$ cat config.mk
export PLATFORM = sky130hd
export DESIGN_NAME = energy_sense_ctrl
export DESIGN_NICKNAME = d
export VERILOG_FILES = /design/src/include/energy_sense_pkg.sv /design/src/rtl/energy_sense_ctrl.sv /design/src/rtl/pulse_burst_gen.sv
export SDC_FILE = /design/constraint.sdc
export NUM_CORES = 1
export LEC_CHECK = 0
export BUFFER_PORTS_ARGS = -buffer_cell sky130_fd_sc_hd__buf_4
export CORE_MARGIN = 2
export CORE_UTILIZATION = 55
export DETAILED_ROUTE_END_ITERATION = 10
export HOLD_SLACK_MARGIN = 0.1
export PLACE_DENSITY = 0.82
export SYNTH_ARGS = -nofsm -noshare
export SYNTH_HDL_FRONTEND = slang
export SYNTH_SLANG_ARGS = --single-unit
$ cat constraint.sdc
create_clock -name sys_clk -period 2.45 [get_ports sys_clk]
set_input_delay 0.49 -clock sys_clk [delete_from_list [all_inputs] [get_ports sys_clk]]
set_output_delay 0.49 -clock sys_clk [all_outputs]
set_load 0.02 [all_outputs]
$ cat src/include/energy_sense_pkg.sv
// Package with register layout, reset values and timing counts for the energy-sense power control
//
// Contract
// - Power management acts only while enable set
// - Auto wake when data count reaches threshold
// - Auto sleep when line goes silent
// - Manual bit toggles state, then self-clears
// - Burst of pulses on each driver power-up while enable set
// - Burst disable sends a single pulse
// - Bit 10 shows current power state while enable set, reads zero while enable clear
// - Error threshold flag, clear on read
// - Data threshold flag, clear on read
// - Error threshold field, reset one
// - Data threshold field, reset one
// - Counters clear after two idle seconds
// - Power state change while enable set raises irq source
package energy_sense_pkg;

  localparam logic [4:0] ENERGY_SENSE_CONTROL_ADDR = 5'h1d;

  localparam int ENABLE_BIT = 15;
  localparam int AUTO_WAKE_BIT = 14;
  localparam int AUTO_SLEEP_BIT = 13;
  localparam int MANUAL_BIT = 12;
  localparam int BURST_DIS_BIT = 11;
  localparam int POWER_STATE_BIT = 10;
  localparam int ERR_MET_BIT = 9;
  localparam int DATA_MET_BIT = 8;
  localparam int ERR_THR_LSB = 4;
  localparam int DATA_THR_LSB = 0;

  localparam logic RESET_ENABLE = 1'b0;
  localparam logic RESET_AUTO_WAKE = 1'b1;
  localparam logic RESET_AUTO_SLEEP = 1'b1;
  localparam logic RESET_BURST_DIS = 1'b0;
  localparam logic [3:0] RESET_ERR_THR = 4'h1;
  localparam logic [3:0] RESET_DATA_THR = 4'h1;

  localparam longint CLK_HZ = 10000000;
  localparam longint IDLE_TIMEOUT_MS = 2000;
  localparam longint IDLE_TIMEOUT_CYCLES = (CLK_HZ / 1000) * IDLE_TIMEOUT_MS;
  localparam int BURST_PULSES = 4;
  localparam int PULSE_GAP_CYCLES = 8;

  typedef struct packed {
    logic data_event;
    logic error_event;
    logic no_energy;
  } line_events_t;

  typedef struct packed {
    logic       write;
    logic       read;
    logic [4:0] addr;
    logic [15:0] wdata;
  } mgmt_req_t;

endpackage

$ cat src/rtl/energy_sense_ctrl.sv
// Energy-detect power control: control register, event counting, power state and pulse bursts
`timescale 1ns/10ps
module energy_sense_ctrl
  import energy_sense_pkg::*;
#(
  parameter longint IDLE_CYCLES = IDLE_TIMEOUT_CYCLES,
  parameter int COUNT_W = 4
) (
  input wire logic sys_clk,
  input wire logic rst_b,
  input wire logic mgmt_write,
  input wire logic mgmt_read,
  input wire logic [4:0] mgmt_addr,
  input wire logic [15:0] mgmt_wdata,
  output logic [15:0] mgmt_rdata,
  input wire logic line_data_event,
  input wire logic line_error_event,
  input wire logic line_no_energy,
  output logic analog_power_up,
  output logic energy_pulse,
  output logic energy_state_irq
);

  initial begin
    if (IDLE_CYCLES < 2 || IDLE_CYCLES > 64'h0000_0000_ffff_ffff || COUNT_W < 4 || COUNT_W > 16) begin
      $error("energy_sense_ctrl: unsupported parameters");
    end
  end

  // --------------------------------------------------
  // Line input synchronisers
  // --------------------------------------------------
  line_events_t line_meta_reg;
  line_events_t line_sync_reg;
  line_events_t line_prev_reg;

  always_ff @(posedge sys_clk or negedge rst_b) begin
    if (!rst_b) begin
      line_meta_reg <= '0;
      line_sync_reg <= '0;
      line_prev_reg <= '0;
    end else begin
      line_meta_reg <= '{line_data_event, line_error_event, line_no_energy};
      line_sync_reg <= line_meta_reg;
      line_prev_reg <= line_sync_reg;
    end
  end

  // Events are counted on rising edges so a long level counts once
  logic data_evt;
  logic err_evt;
  logic silent;
  assign data_evt = line_sync_reg.data_event && !line_prev_reg.data_event;
  assign err_evt = line_sync_reg.error_event && !line_prev_reg.error_event;
  assign silent = line_sync_reg.no_energy;

  // --------------------------------------------------
  // Control register
  // --------------------------------------------------
  mgmt_req_t req;
  logic sel;
  logic wr;
  logic rd;
  assign req = '{mgmt_write, mgmt_read, mgmt_addr, mgmt_wdata};
  assign sel = (req.addr == ENERGY_SENSE_CONTROL_ADDR);
  assign wr = req.write && sel;
  assign rd = req.read && sel;

  logic enable_reg;
  logic auto_wake_reg;
  logic auto_sleep_reg;
  logic burst_dis_reg;
  logic [3:0] err_thr_reg;
  logic [3:0] data_thr_reg;
  logic manual_reg;

  always_ff @(posedge sys_clk or negedge rst_b) begin
    if (!rst_b) begin
      enable_reg <= RESET_ENABLE;
      auto_wake_reg <= RESET_AUTO_WAKE;
      auto_sleep_reg <= RESET_AUTO_SLEEP;
      burst_dis_reg <= RESET_BURST_DIS;
      err_thr_reg <= RESET_ERR_THR;
      data_thr_reg <= RESET_DATA_THR;
    end else if (wr) begin
      enable_reg <= req.wdata[ENABLE_BIT];
      auto_wake_reg <= req.wdata[AUTO_WAKE_BIT];
      auto_sleep_reg <= req.wdata[AUTO_SLEEP_BIT];
      burst_dis_reg <= req.wdata[BURST_DIS_BIT];
      err_thr_reg <= req.wdata[ERR_THR_LSB +: 4];
      data_thr_reg <= req.wdata[DATA_THR_LSB +: 4];
    end
  end

  // Self-clearing: holds one cycle, then acted on
  always_ff @(posedge sys_clk or negedge rst_b) begin
    if (!rst_b) begin
      manual_reg <= 1'b0;
    end else begin
      manual_reg <= wr && req.wdata[MANUAL_BIT];
    end
  end

  // --------------------------------------------------
  // Event counters and idle timer
  // --------------------------------------------------
  localparam logic [COUNT_W-1:0] COUNT_MAX = '1;
  logic [COUNT_W-1:0] data_cnt_reg;
  logic [COUNT_W-1:0] err_cnt_reg;
  logic [31:0] idle_reg;
  logic idle_expired;
  assign idle_expired = (idle_reg == 32'(IDLE_CYCLES - 1));

  always_ff @(posedge sys_clk or negedge rst_b) begin
    if (!rst_b) begin
      idle_reg <= 32'h0;
    end else if (!enable_reg || data_evt || idle_expired) begin
      idle_reg <= 32'h0;
    end else begin
      idle_reg <= idle_reg + 32'h1;
    end
  end

  always_ff @(posedge sys_clk or negedge rst_b) begin
    if (!rst_b) begin
      data_cnt_reg <= '0;
      err_cnt_reg <= '0;
    end else if (!enable_reg || idle_expired) begin
      data_cnt_reg <= '0;
      err_cnt_reg <= '0;
    end else begin
      if (data_evt && data_cnt_reg != COUNT_MAX) begin
        data_cnt_reg <= data_cnt_reg + 1'b1;
      end
      if (err_evt && err_cnt_reg != COUNT_MAX) begin
        err_cnt_reg <= err_cnt_reg + 1'b1;
      end
    end
  end

  logic data_met;
  logic err_met;
  assign data_met = enable_reg && (data_cnt_reg >= COUNT_W'(data_thr_reg));
  assign err_met = enable_reg && (err_cnt_reg >= COUNT_W'(err_thr_reg));

  // --------------------------------------------------
  // Sticky threshold flags, set beats read clear
  // --------------------------------------------------
  logic data_met_reg;
  logic err_met_reg;

  always_ff @(posedge sys_clk or negedge rst_b) begin
    if (!rst_b) begin
      data_met_reg <= 1'b0;
      err_met_reg <= 1'b0;
    end else begin
      // Dropped while the mode is off, so stale flags never show
      data_met_reg <= enable_reg && (data_met || (data_met_reg && !rd));
      err_met_reg <= enable_reg && (err_met || (err_met_reg && !rd));
    end
  end

  // --------------------------------------------------
  // Power state
  // --------------------------------------------------
  // Error events are informational only and never move the state
  logic power_reg;
  logic power_next;

  always_comb begin
    power_next = power_reg;
    if (!enable_reg) begin
      power_next = 1'b1; // Path stays up while mode is off
    end else if (manual_reg) begin
      power_next = !power_reg;
    end else if (!power_reg && auto_wake_reg && data_met) begin
      power_next = 1'b1;
    end else if (power_reg && auto_sleep_reg && silent) begin
      power_next = 1'b0;
    end
  end

  always_ff @(posedge sys_clk or negedge rst_b) begin
    if (!rst_b) begin
      power_reg <= 1'b1;
    end else begin
      power_reg <= power_next;
    end
  end

  // One-cycle irq source on every change while the mode is on
  always_ff @(posedge sys_clk or negedge rst_b) begin
    if (!rst_b) begin
      energy_state_irq <= 1'b0;
    end else begin
      energy_state_irq <= enable_reg && (power_next != power_reg);
    end
  end

  // --------------------------------------------------
  // Pulse bursts on driver power-up
  // --------------------------------------------------
  logic burst_start;
  assign burst_start = enable_reg && power_next && !power_reg;

  pulse_burst_gen #(
    .PULSES(BURST_PULSES),
    .GAP(PULSE_GAP_CYCLES)
  ) u_burst (
    .sys_clk(sys_clk),
    .rst_b(rst_b),
    .start(burst_start),
    .single(burst_dis_reg),
    .pulse(energy_pulse),
    .busy()
  );

  assign analog_power_up = power_reg;

  // --------------------------------------------------
  // Read data
  // --------------------------------------------------
  logic [15:0] rdata_next;

  always_comb begin
    rdata_next = 16'h0000;
    if (sel) begin
      rdata_next[ENABLE_BIT] = enable_reg;
      rdata_next[AUTO_WAKE_BIT] = auto_wake_reg;
      rdata_next[AUTO_SLEEP_BIT] = auto_sleep_reg;
      rdata_next[MANUAL_BIT] = manual_reg;
      rdata_next[BURST_DIS_BIT] = burst_dis_reg;
      rdata_next[POWER_STATE_BIT] = enable_reg && power_reg;
      rdata_next[ERR_MET_BIT] = err_met_reg;
      rdata_next[DATA_MET_BIT] = data_met_reg;
      rdata_next[ERR_THR_LSB +: 4] = err_thr_reg;
      rdata_next[DATA_THR_LSB +: 4] = data_thr_reg;
    end
  end

  always_ff @(posedge sys_clk or negedge rst_b) begin
    if (!rst_b) begin
      mgmt_rdata <= 16'h0000;
    end else if (req.read) begin
      mgmt_rdata <= rdata_next;
    end
  end

endmodule

$ cat src/rtl/pulse_burst_gen.sv
// Energy-detect pulse burst generator, started on each driver power-up while enable set
`timescale 1ns/10ps
module pulse_burst_gen
  import energy_sense_pkg::*;
#(
  parameter int PULSES = BURST_PULSES,
  parameter int GAP = PULSE_GAP_CYCLES
) (
  input wire logic sys_clk,
  input wire logic rst_b,
  input wire logic start,
  input wire logic single,
  output logic pulse,
  output logic busy
);

  initial begin
    if (PULSES < 1 || PULSES > 15 || GAP < 2 || GAP > 255) begin
      $error("pulse_burst_gen: unsupported parameters");
    end
  end

  logic [3:0] left_reg;
  logic [7:0] gap_reg;

  always_ff @(posedge sys_clk or negedge rst_b) begin
    if (!rst_b) begin
      left_reg <= 4'h0;
      gap_reg <= 8'h00;
      pulse <= 1'b0;
    end else if (start) begin
      left_reg <= single ? 4'h1 : 4'(PULSES);
      gap_reg <= 8'h00;
      pulse <= 1'b0;
    end else if (left_reg != 4'h0) begin
      if (gap_reg == 8'h00) begin
        pulse <= 1'b1;
        left_reg <= left_reg - 4'h1;
        gap_reg <= 8'(GAP - 1);
      end else begin
        pulse <= 1'b0;
        gap_reg <= gap_reg - 8'h01;
      end
    end else begin
      pulse <= 1'b0;
      if (gap_reg != 8'h00) begin
        gap_reg <= gap_reg - 8'h01;
      end
    end
  end

  assign busy = (left_reg != 4'h0) || pulse;

endmodule
==> results of run 1 <==
[Yosys cell counts, drive strengths merged (5+ instances only)]
cell | count | share of area, %
inv | 35 | 3.0
nand2b | 5 | 0.72
dfstp | 5 | 3.0
nand3 | 31 | 3.6
xor2 | 34 | 6.9
nand2 | 25 | 2.2
xnor2 | 10 | 2.0
nand4 | 19 | 2.7
ha | 14 | 4.0
nor2 | 55 | 4.8
clkbuf | 10 | 0.87
o21ai | 25 | 2.9
nor3 | 9 | 1.0
and3 | 7 | 1.0
mux2 | 6 | 1.6
dfrtp | 89 | 51
[cell usage in the layout, fill, tap and decap left out, types with 2 or more instances in the layout]
cell type / synthesis / layout
a211oi_1: 3 / 3
a21o_1: 2 / 2
a21oi_1: 4 / 4
a31oi_1: 3 / 3
and2_1: 3 / 3
and3_1: 7 / 7
and4_1: 4 / 4
buf_4: 0 / 48
clkbuf_8: 0 / 9
clkinv_4: 0 / 2
dfrtp_1: 89 / 89
dfstp_2: 5 / 5
ha_1: 14 / 14
inv_1: 35 / 35
mux2_2: 6 / 6
mux2i_1: 3 / 3
nand2_1: 25 / 25
nand2b_1: 5 / 5
nand3_1: 31 / 31
nand4_1: 19 / 19
nor2_1: 55 / 55
nor3_1: 9 / 9
nor4_1: 4 / 4
nor4b_1: 3 / 3
o21ai_0: 25 / 25
xnor2_1: 10 / 10
xor2_1: 34 / 34
[layout make-up]
type	count	area, µm²	share of cell area, %
repair buffers	49	380.4	7.673
flip-flops and latches	94	2359	47.58
multi-input cells	279	1760	35.51
well taps	102	127.6	2.574
clock buffers	10	127.6	2.574
inverters	35	131.4	2.650
clock inverters	6	71.32	1.439
[power groups by stage]
stage	combinational (W)	sequential [W]	clock, W
2_1_floorplan	0.000529	0.00197	0
3_3_place_gp	0.000693	0.00199	0
3_5_place_dp	0.000738	0.00201	0
4_1_cts	0.000743	0.00198	0.00106
5_1_grt	0.000837	0.00202	0.00112
6_report	0.000731	0.00198	0.00103
[worst max-delay path, cell delays in order (launching register included)]
cell and delay [ps]:
dfstp_2 570, ha_1 230, nand2b_1 140, a21o_1 170
a21o_1 210, a22o_1 390, mux2_2 340
[logic make-up after synthesis]
family | share of synthesized area [%]
AOI/OAI and AO/OA | 5.928
xor gates and xnor gates | 8.907
adders and majority gates | 4.049
buffers and inverters | 4.800
DFF | 54.51
muxes | 2.256
and+or+nand+nor | 19.55
[layer usage]
metal  vias up  share of wire (%)  GRT usage [%]
met5         -                  0              0
met4         0                1.0          5.147
met3         7                5.9          6.021
met2        78                 50          35.22
met1      1500                 43          27.69
li1       1510                  -              -
[final timing paths]
kind / to / slack [ps]
max in group asynchronous: idle_reg[30]$_DFF_PN0_ / 1610
setup reg to reg: u_burst.left_reg[0]$_DFFE_PN0P_ / 310
min in group sys_clk: line_meta_reg[2]$_DFF_PN0_ / 240
setup / recovery: u_burst.left_reg[0]$_DFFE_PN0P_ / 310
hold / removal: mgmt_rdata[4]$_DFFE_PN0P_ / 160
hold reg to reg: line_sync_reg[1]$_DFF_PN0_ / 360
[stage by stage]
step / hold WS [ps] / power, W / utilization, % / cells
5_1_grt: 200.3 / 0.003976 / 64.49 / 575
3_5_place_dp: 337.1 / 0.002747 / 61.90 / 559
3_3_place_gp: 332.2 / 0.002685 / 61.90 / 559
2_1_floorplan: 194.4 / 0.002497 / - / 422
4_1_cts: 177.6 / 0.003782 / 64.49 / 575
6_report: 161.0 / 0.003742 / 64.49 / 575
==> run summary, run 1 <==
status -> completed
max reg flops -> 32
register area share after synthesis -> 54.51%
Slew @ Worst Pin -> 751.8 ps
Net Sw Frac -> 30.31%
Die Ht -> 92.70 µm
Post-CTS Resized -> 0
grt ovf -> 0
CP required -> 2700 ps
Clock H-tree levels -> 3
R2R depth -> 6
Clk pwr share -> 27.5%
final setup vio count -> 0
DRT antenna net count -> 0
max_cap viols -> 0
clock-pin slew on the worst setup and hold paths -> 90 ps
# rows -> 32
synthesized instance count -> 422
share of power burned in registers -> 53.0%
clk root buf -> clkbuf_8
TNS Setup -> 0 ps
Peak VDD IR -> 0.0004061 V
DRC viols -> 0
number of global-route vias before repair -> 3098
vias per std cell -> 5.383
via count -> 3095
port bufs -> 43
drt pass-1 iters -> 5
FILL cells -> 599
critical path arrival -> 2390 ps
maximum root-to-sink buffer count -> 2
hold buffers post-CTS -> 0
Fin Clk Skew -> 7.204 ps
Critical Path Start Type -> register
worst r2r src -> data_thr_reg[0]$_DFFE_PN1P_
pins over their slew limit -> 0
final worst path period need -> 2136 ps
fin crit share -> 87.20%
syn nets -> 464
# clock sinks -> 94
Worst Setup SP -> data_thr_reg[0]$_DFFE_PN1P_
core area -> 7687 µm²
fin area -> 4957 µm²
Int Pwr -> 0.002608 W
PD cells -> 754.9 nW/µm²
relative slew slack -> 49.69%
Post-Syn Area -> 4327 µm²
Worst-Skew Late Latency -> 350 ps
unrepaired setup endpoints after global routing -> false
Post-DP HPWL -> 5679 µm
placed cell area -> 4758 µm²
num ports -> 47
post-CTS setup buffers -> 0
fraction of layout cells with a size suffix above 1 -> 16.70%
largest net degree at the start of global routing -> 53
Mean Syn Cell Area -> 10.25 µm²
Initial Utilization -> 56.28%
Area Growth Syn to Fin -> 14.57%
post-route setup slack -> 313.6 ps
Antenna Cells -> 0
Leakage -> 2.294 nW
initial antenna violation count -> 0
FMAX -> 0.4681 GHz
number of flops mapped to enable cells by yosys -> 0
Crit. End Element -> register
Die Area -> 8592 µm²
Layout Nets -> 510
CP max FO -> 13
NetSw -> 0.001134 W
critical path class -> register to register
Comb pwr share -> 19.5%
overall routing resource usage -> 21.17%
routed len/inst -> 14.33 µm
Num CTS Buffers -> 9
ys async rst share -> 100.0%
global-route wire length before repair -> 14290 µm
width of the die -> 92.70 µm
drt first-iter violations -> 163
Yosys reg bits -> 94
gp weighted congestion -> 0.8235
Syn. warnings -> 0
Hold Violations, Final -> 0
main flop type after synthesis -> dfrtp_1
TritonCTS clock tree -> built
HP Class -> primary input to asynchronous set/reset pin
Yosys cell types -> 37
DRT Wirelength -> 8239 µm
dpl ws -> 326.4 ps
Note: power is estimated with default switching activity, not from simulation.
==> inputs of run 2 (changes only) <==
SLEW_MARGIN = 20   (was default)
SYNTH_HIERARCHICAL = 1   (was default)
clock period = 2.3 ns   (was 2.45 ns; I/O delays follow)
==> run 2 against run 1 <==
  * First-iteration DRC count increased by 6.1%
  * Die area rose by 3.4%
  * Clock skew fell by 0.57 ps
  * Flip-flop and latch count unchanged
  * Synthesized area increased by 3.6%
  * Count of clock-buffer cells in the layout stayed put
  * Largest power group unchanged
  * Wire length increased by 12%
  * Clock power hardly changed
  * Sequential share of layout area fell by 2.3 points
  * Global-route usage up 1.7 points
  * Worst hold slack got worse by 19 ps
  * Total power increased by 4.1%
==> run summary, run 2 <==
status -> completed (unchanged)
Antenna Cells -> 0 (unchanged)
clock-pin slew on the worst setup and hold paths -> 90 ps (about the same)
register area -> 2359 µm² (unchanged)
CP required -> 2550 ps (was 2700 ps)
Syn. warnings -> 6 (was 0)
Fin Clk Skew -> 6.633 ps (was 7.204 ps)
gp weighted congestion -> 0.8615 (was 0.8235)
most common cell after layout, fill and taps aside -> dfrtp_1 (unchanged)
Area Growth Syn to Fin -> 16.24% (was 14.57%)
area occupied by multi-input gates -> 1978 µm² (was 1760 µm²)
vias per std cell -> 5.705 (was 5.383)
final setup vio count -> 0 (unchanged)
HP Class -> primary input to asynchronous set/reset pin (unchanged)
Clock H-tree levels -> 3 (unchanged)
Crit. End Element -> register (unchanged)
CP max FO -> 7 (was 13)
fraction of layout cells with a size suffix above 1 -> 21.62% (was 16.70%)
# rows -> 32 (unchanged)
number of global-route vias before repair -> 3569 (was 3098)
drt first-iter violations -> 173 (was 163)
TNS Setup -> 0 ps (unchanged)
Layout Nets -> 531 (was 510)
reg2reg end -> u_burst/left_reg[2]$_DFFE_PN0P_ (was u_burst.left_reg[0]$_DFFE_PN0P_)
Final Core Density -> 66.75% (was 64.49%)
DRT antenna net count -> 0 (unchanged)
Num CTS Buffers -> 9 (unchanged)
Post-DP HPWL -> 6214 µm (was 5679 µm)
critical path arrival -> 2480 ps (was 2390 ps)
fin crit share -> 97.03% (was 87.20%)
max reg flops -> 32 (unchanged)
drt pass-1 iters -> 4 (was 5)
final worst path period need -> 2232 ps (was 2136 ps)
Initial Utilization -> 57.42% (was 56.28%)
most frequent cells in the layout -> 89 x dfrtp_1, 53 x buf_4, 44 x nor2_1, 33 x inv_1, 29 x o21ai_0 (was 89 x dfrtp_1, 55 x nor2_1, 48 x buf_4, 35 x inv_1, 34 x xor2_1)
routed len/inst -> 15.41 µm (was 14.33 µm)
core area -> 7807 µm² (was 7687 µm²)
largest net degree at the start of global routing -> 56 (was 53)
Critical Path Start Type -> register (unchanged)
DRT Wirelength -> 9198 µm (was 8239 µm)
global-route wire length before repair -> 16110 µm (was 14290 µm)
maximum root-to-sink buffer count -> 2 (unchanged)
Worst-Skew Late Latency -> 360 ps (was 350 ps)
Hold Violations, Final -> 0 (unchanged)
initial antenna violation count -> 0 (unchanged)
TritonCTS clock tree -> built (unchanged)
num ports -> 47 (unchanged)
unrepaired setup endpoints after global routing -> false (unchanged)
width of the die -> 94.28 µm (was 92.70 µm)
Mean Syn Cell Area -> 10.21 µm² (was 10.25 µm²)
FILL cells -> 612 (was 599)
synthesized instance count -> 439 (was 422)
reg2reg setup slack -> 70 ps (was 310 ps)
clk root buf -> clkbuf_8 (unchanged)
critical path class -> register to register (unchanged)
R2R depth -> 8 (was 6)
DRC viols -> 0 (unchanged)
Die Area -> 8889 µm² (was 8592 µm²)
hold buffers post-CTS -> 0 (unchanged)
FMAX -> 0.4481 GHz (was 0.4681 GHz)
Slew @ Worst Pin -> 729.1 ps (was 751.8 ps)
# clock sinks -> 94 (unchanged)
grt ovf -> 0 (unchanged)
worst r2r src -> data_thr_reg[0]$_DFFE_PN1P_ (unchanged)
overall routing resource usage -> 22.87% (was 21.17%)
Peak VDD IR -> 0.0003986 V (was 0.0004061 V)
port bufs -> 43 (unchanged)
pins over their slew limit -> 0 (unchanged)
max_cap viols -> 0 (unchanged)
Leakage -> 2.252 nW (was 2.294 nW)
syn nets -> 480 (was 464)
via count -> 3406 (was 3095)
Die Ht -> 94.28 µm (was 92.70 µm)
PD cells -> 747.4 nW/µm² (was 754.9 nW/µm²)
Post-Syn Area -> 4483 µm² (was 4327 µm²)
relative slew slack -> 51.29% (was 49.69%)
## run 2: critical path, stage by stage (launching register included)
cell,delay (ps)
dfstp_2,570
ha_4,200
nand2b_4,130
a2111o_1,410
a31oi_4,170
nor2_2,60
and2_4,180
nor2b_1,120
or3_1,290
## run 2: cell type report
class | instances | area share (%)
multi-input cells | 296 | 37.96
repair buffers | 56 | 8.619
well taps | 102 | 2.449
inverters | 33 | 2.377
flip-flops and latches | 94 | 45.26
clock inverters | 6 | 0.8884
clock buffers | 10 | 2.449
## run 2: per-layer routing
metal	wire length (µm)	GRT usage [%]	share of wire [%]	up-vias
met5	0	0	0	-
met4	150	9.300	1.6	0
met3	292	3.210	3.2	13
met2	4603	37.26	50	61
met1	4151	30.96	45	1691
li1	-	-	-	1641
## run 2: report_power, final
| group | total, W | internal, W | switching, W |
|---|---|---|---|
| Combinational | 0.000867 | 0.000398 | 0.000470 |
| Sequential | 0.00203 | 0.00183 | 0.000198 |
| Clock | 0.000997 | 0.000401 | 0.000596 |
## run 2: how the worst max path moves through the flow
stage | start | endpoint | slack (ps) | cells past startpoint
detailed placement | data_thr_reg[0]$_DFFE_PN1P_ | u_burst/left_reg[0]$_DFFE_PN0P_ | -90 | 8
CTS | data_thr_reg[0]$_DFFE_PN1P_ | u_burst/left_reg[2]$_DFFE_PN0P_ | -90 | 8
floorplan | data_thr_reg[0]$_DFFE_PN1P_ | u_burst/left_reg[2]$_DFFE_PN0P_ | -10 | 9
finish | data_thr_reg[0]$_DFFE_PN1P_ | u_burst/left_reg[2]$_DFFE_PN0P_ | 70 | 8
global placement | data_thr_reg[0]$_DFFE_PN1P_ | u_burst/left_reg[2]$_DFFE_PN0P_ | -30 | 8
global route | data_thr_reg[0]$_DFFE_PN1P_ | u_burst/left_reg[2]$_DFFE_PN0P_ | 3 | 8
## run 2: repair_timing
action,in CTS,in global routing
buffers inserted,0,0
setup endpoints to repair,7,10
gates resized for setup,10,5
pin swaps,6,5
## run 2: stage by stage
stage	setup slack [ps]	cells	hold slack, ps	instance area, µm²	total power (W)
floorplan	-13.92	439	164.4	4493	0.002586
finish	68.40	597	142.1	5211	0.003895
CTS	-88.33	597	168.7	5179	0.003875
detailed placement	-92.78	581	334.7	4964	0.002835
global placement	-31.15	581	332.8	4964	0.002785
global route	3.477	597	184.8	5211	0.004111
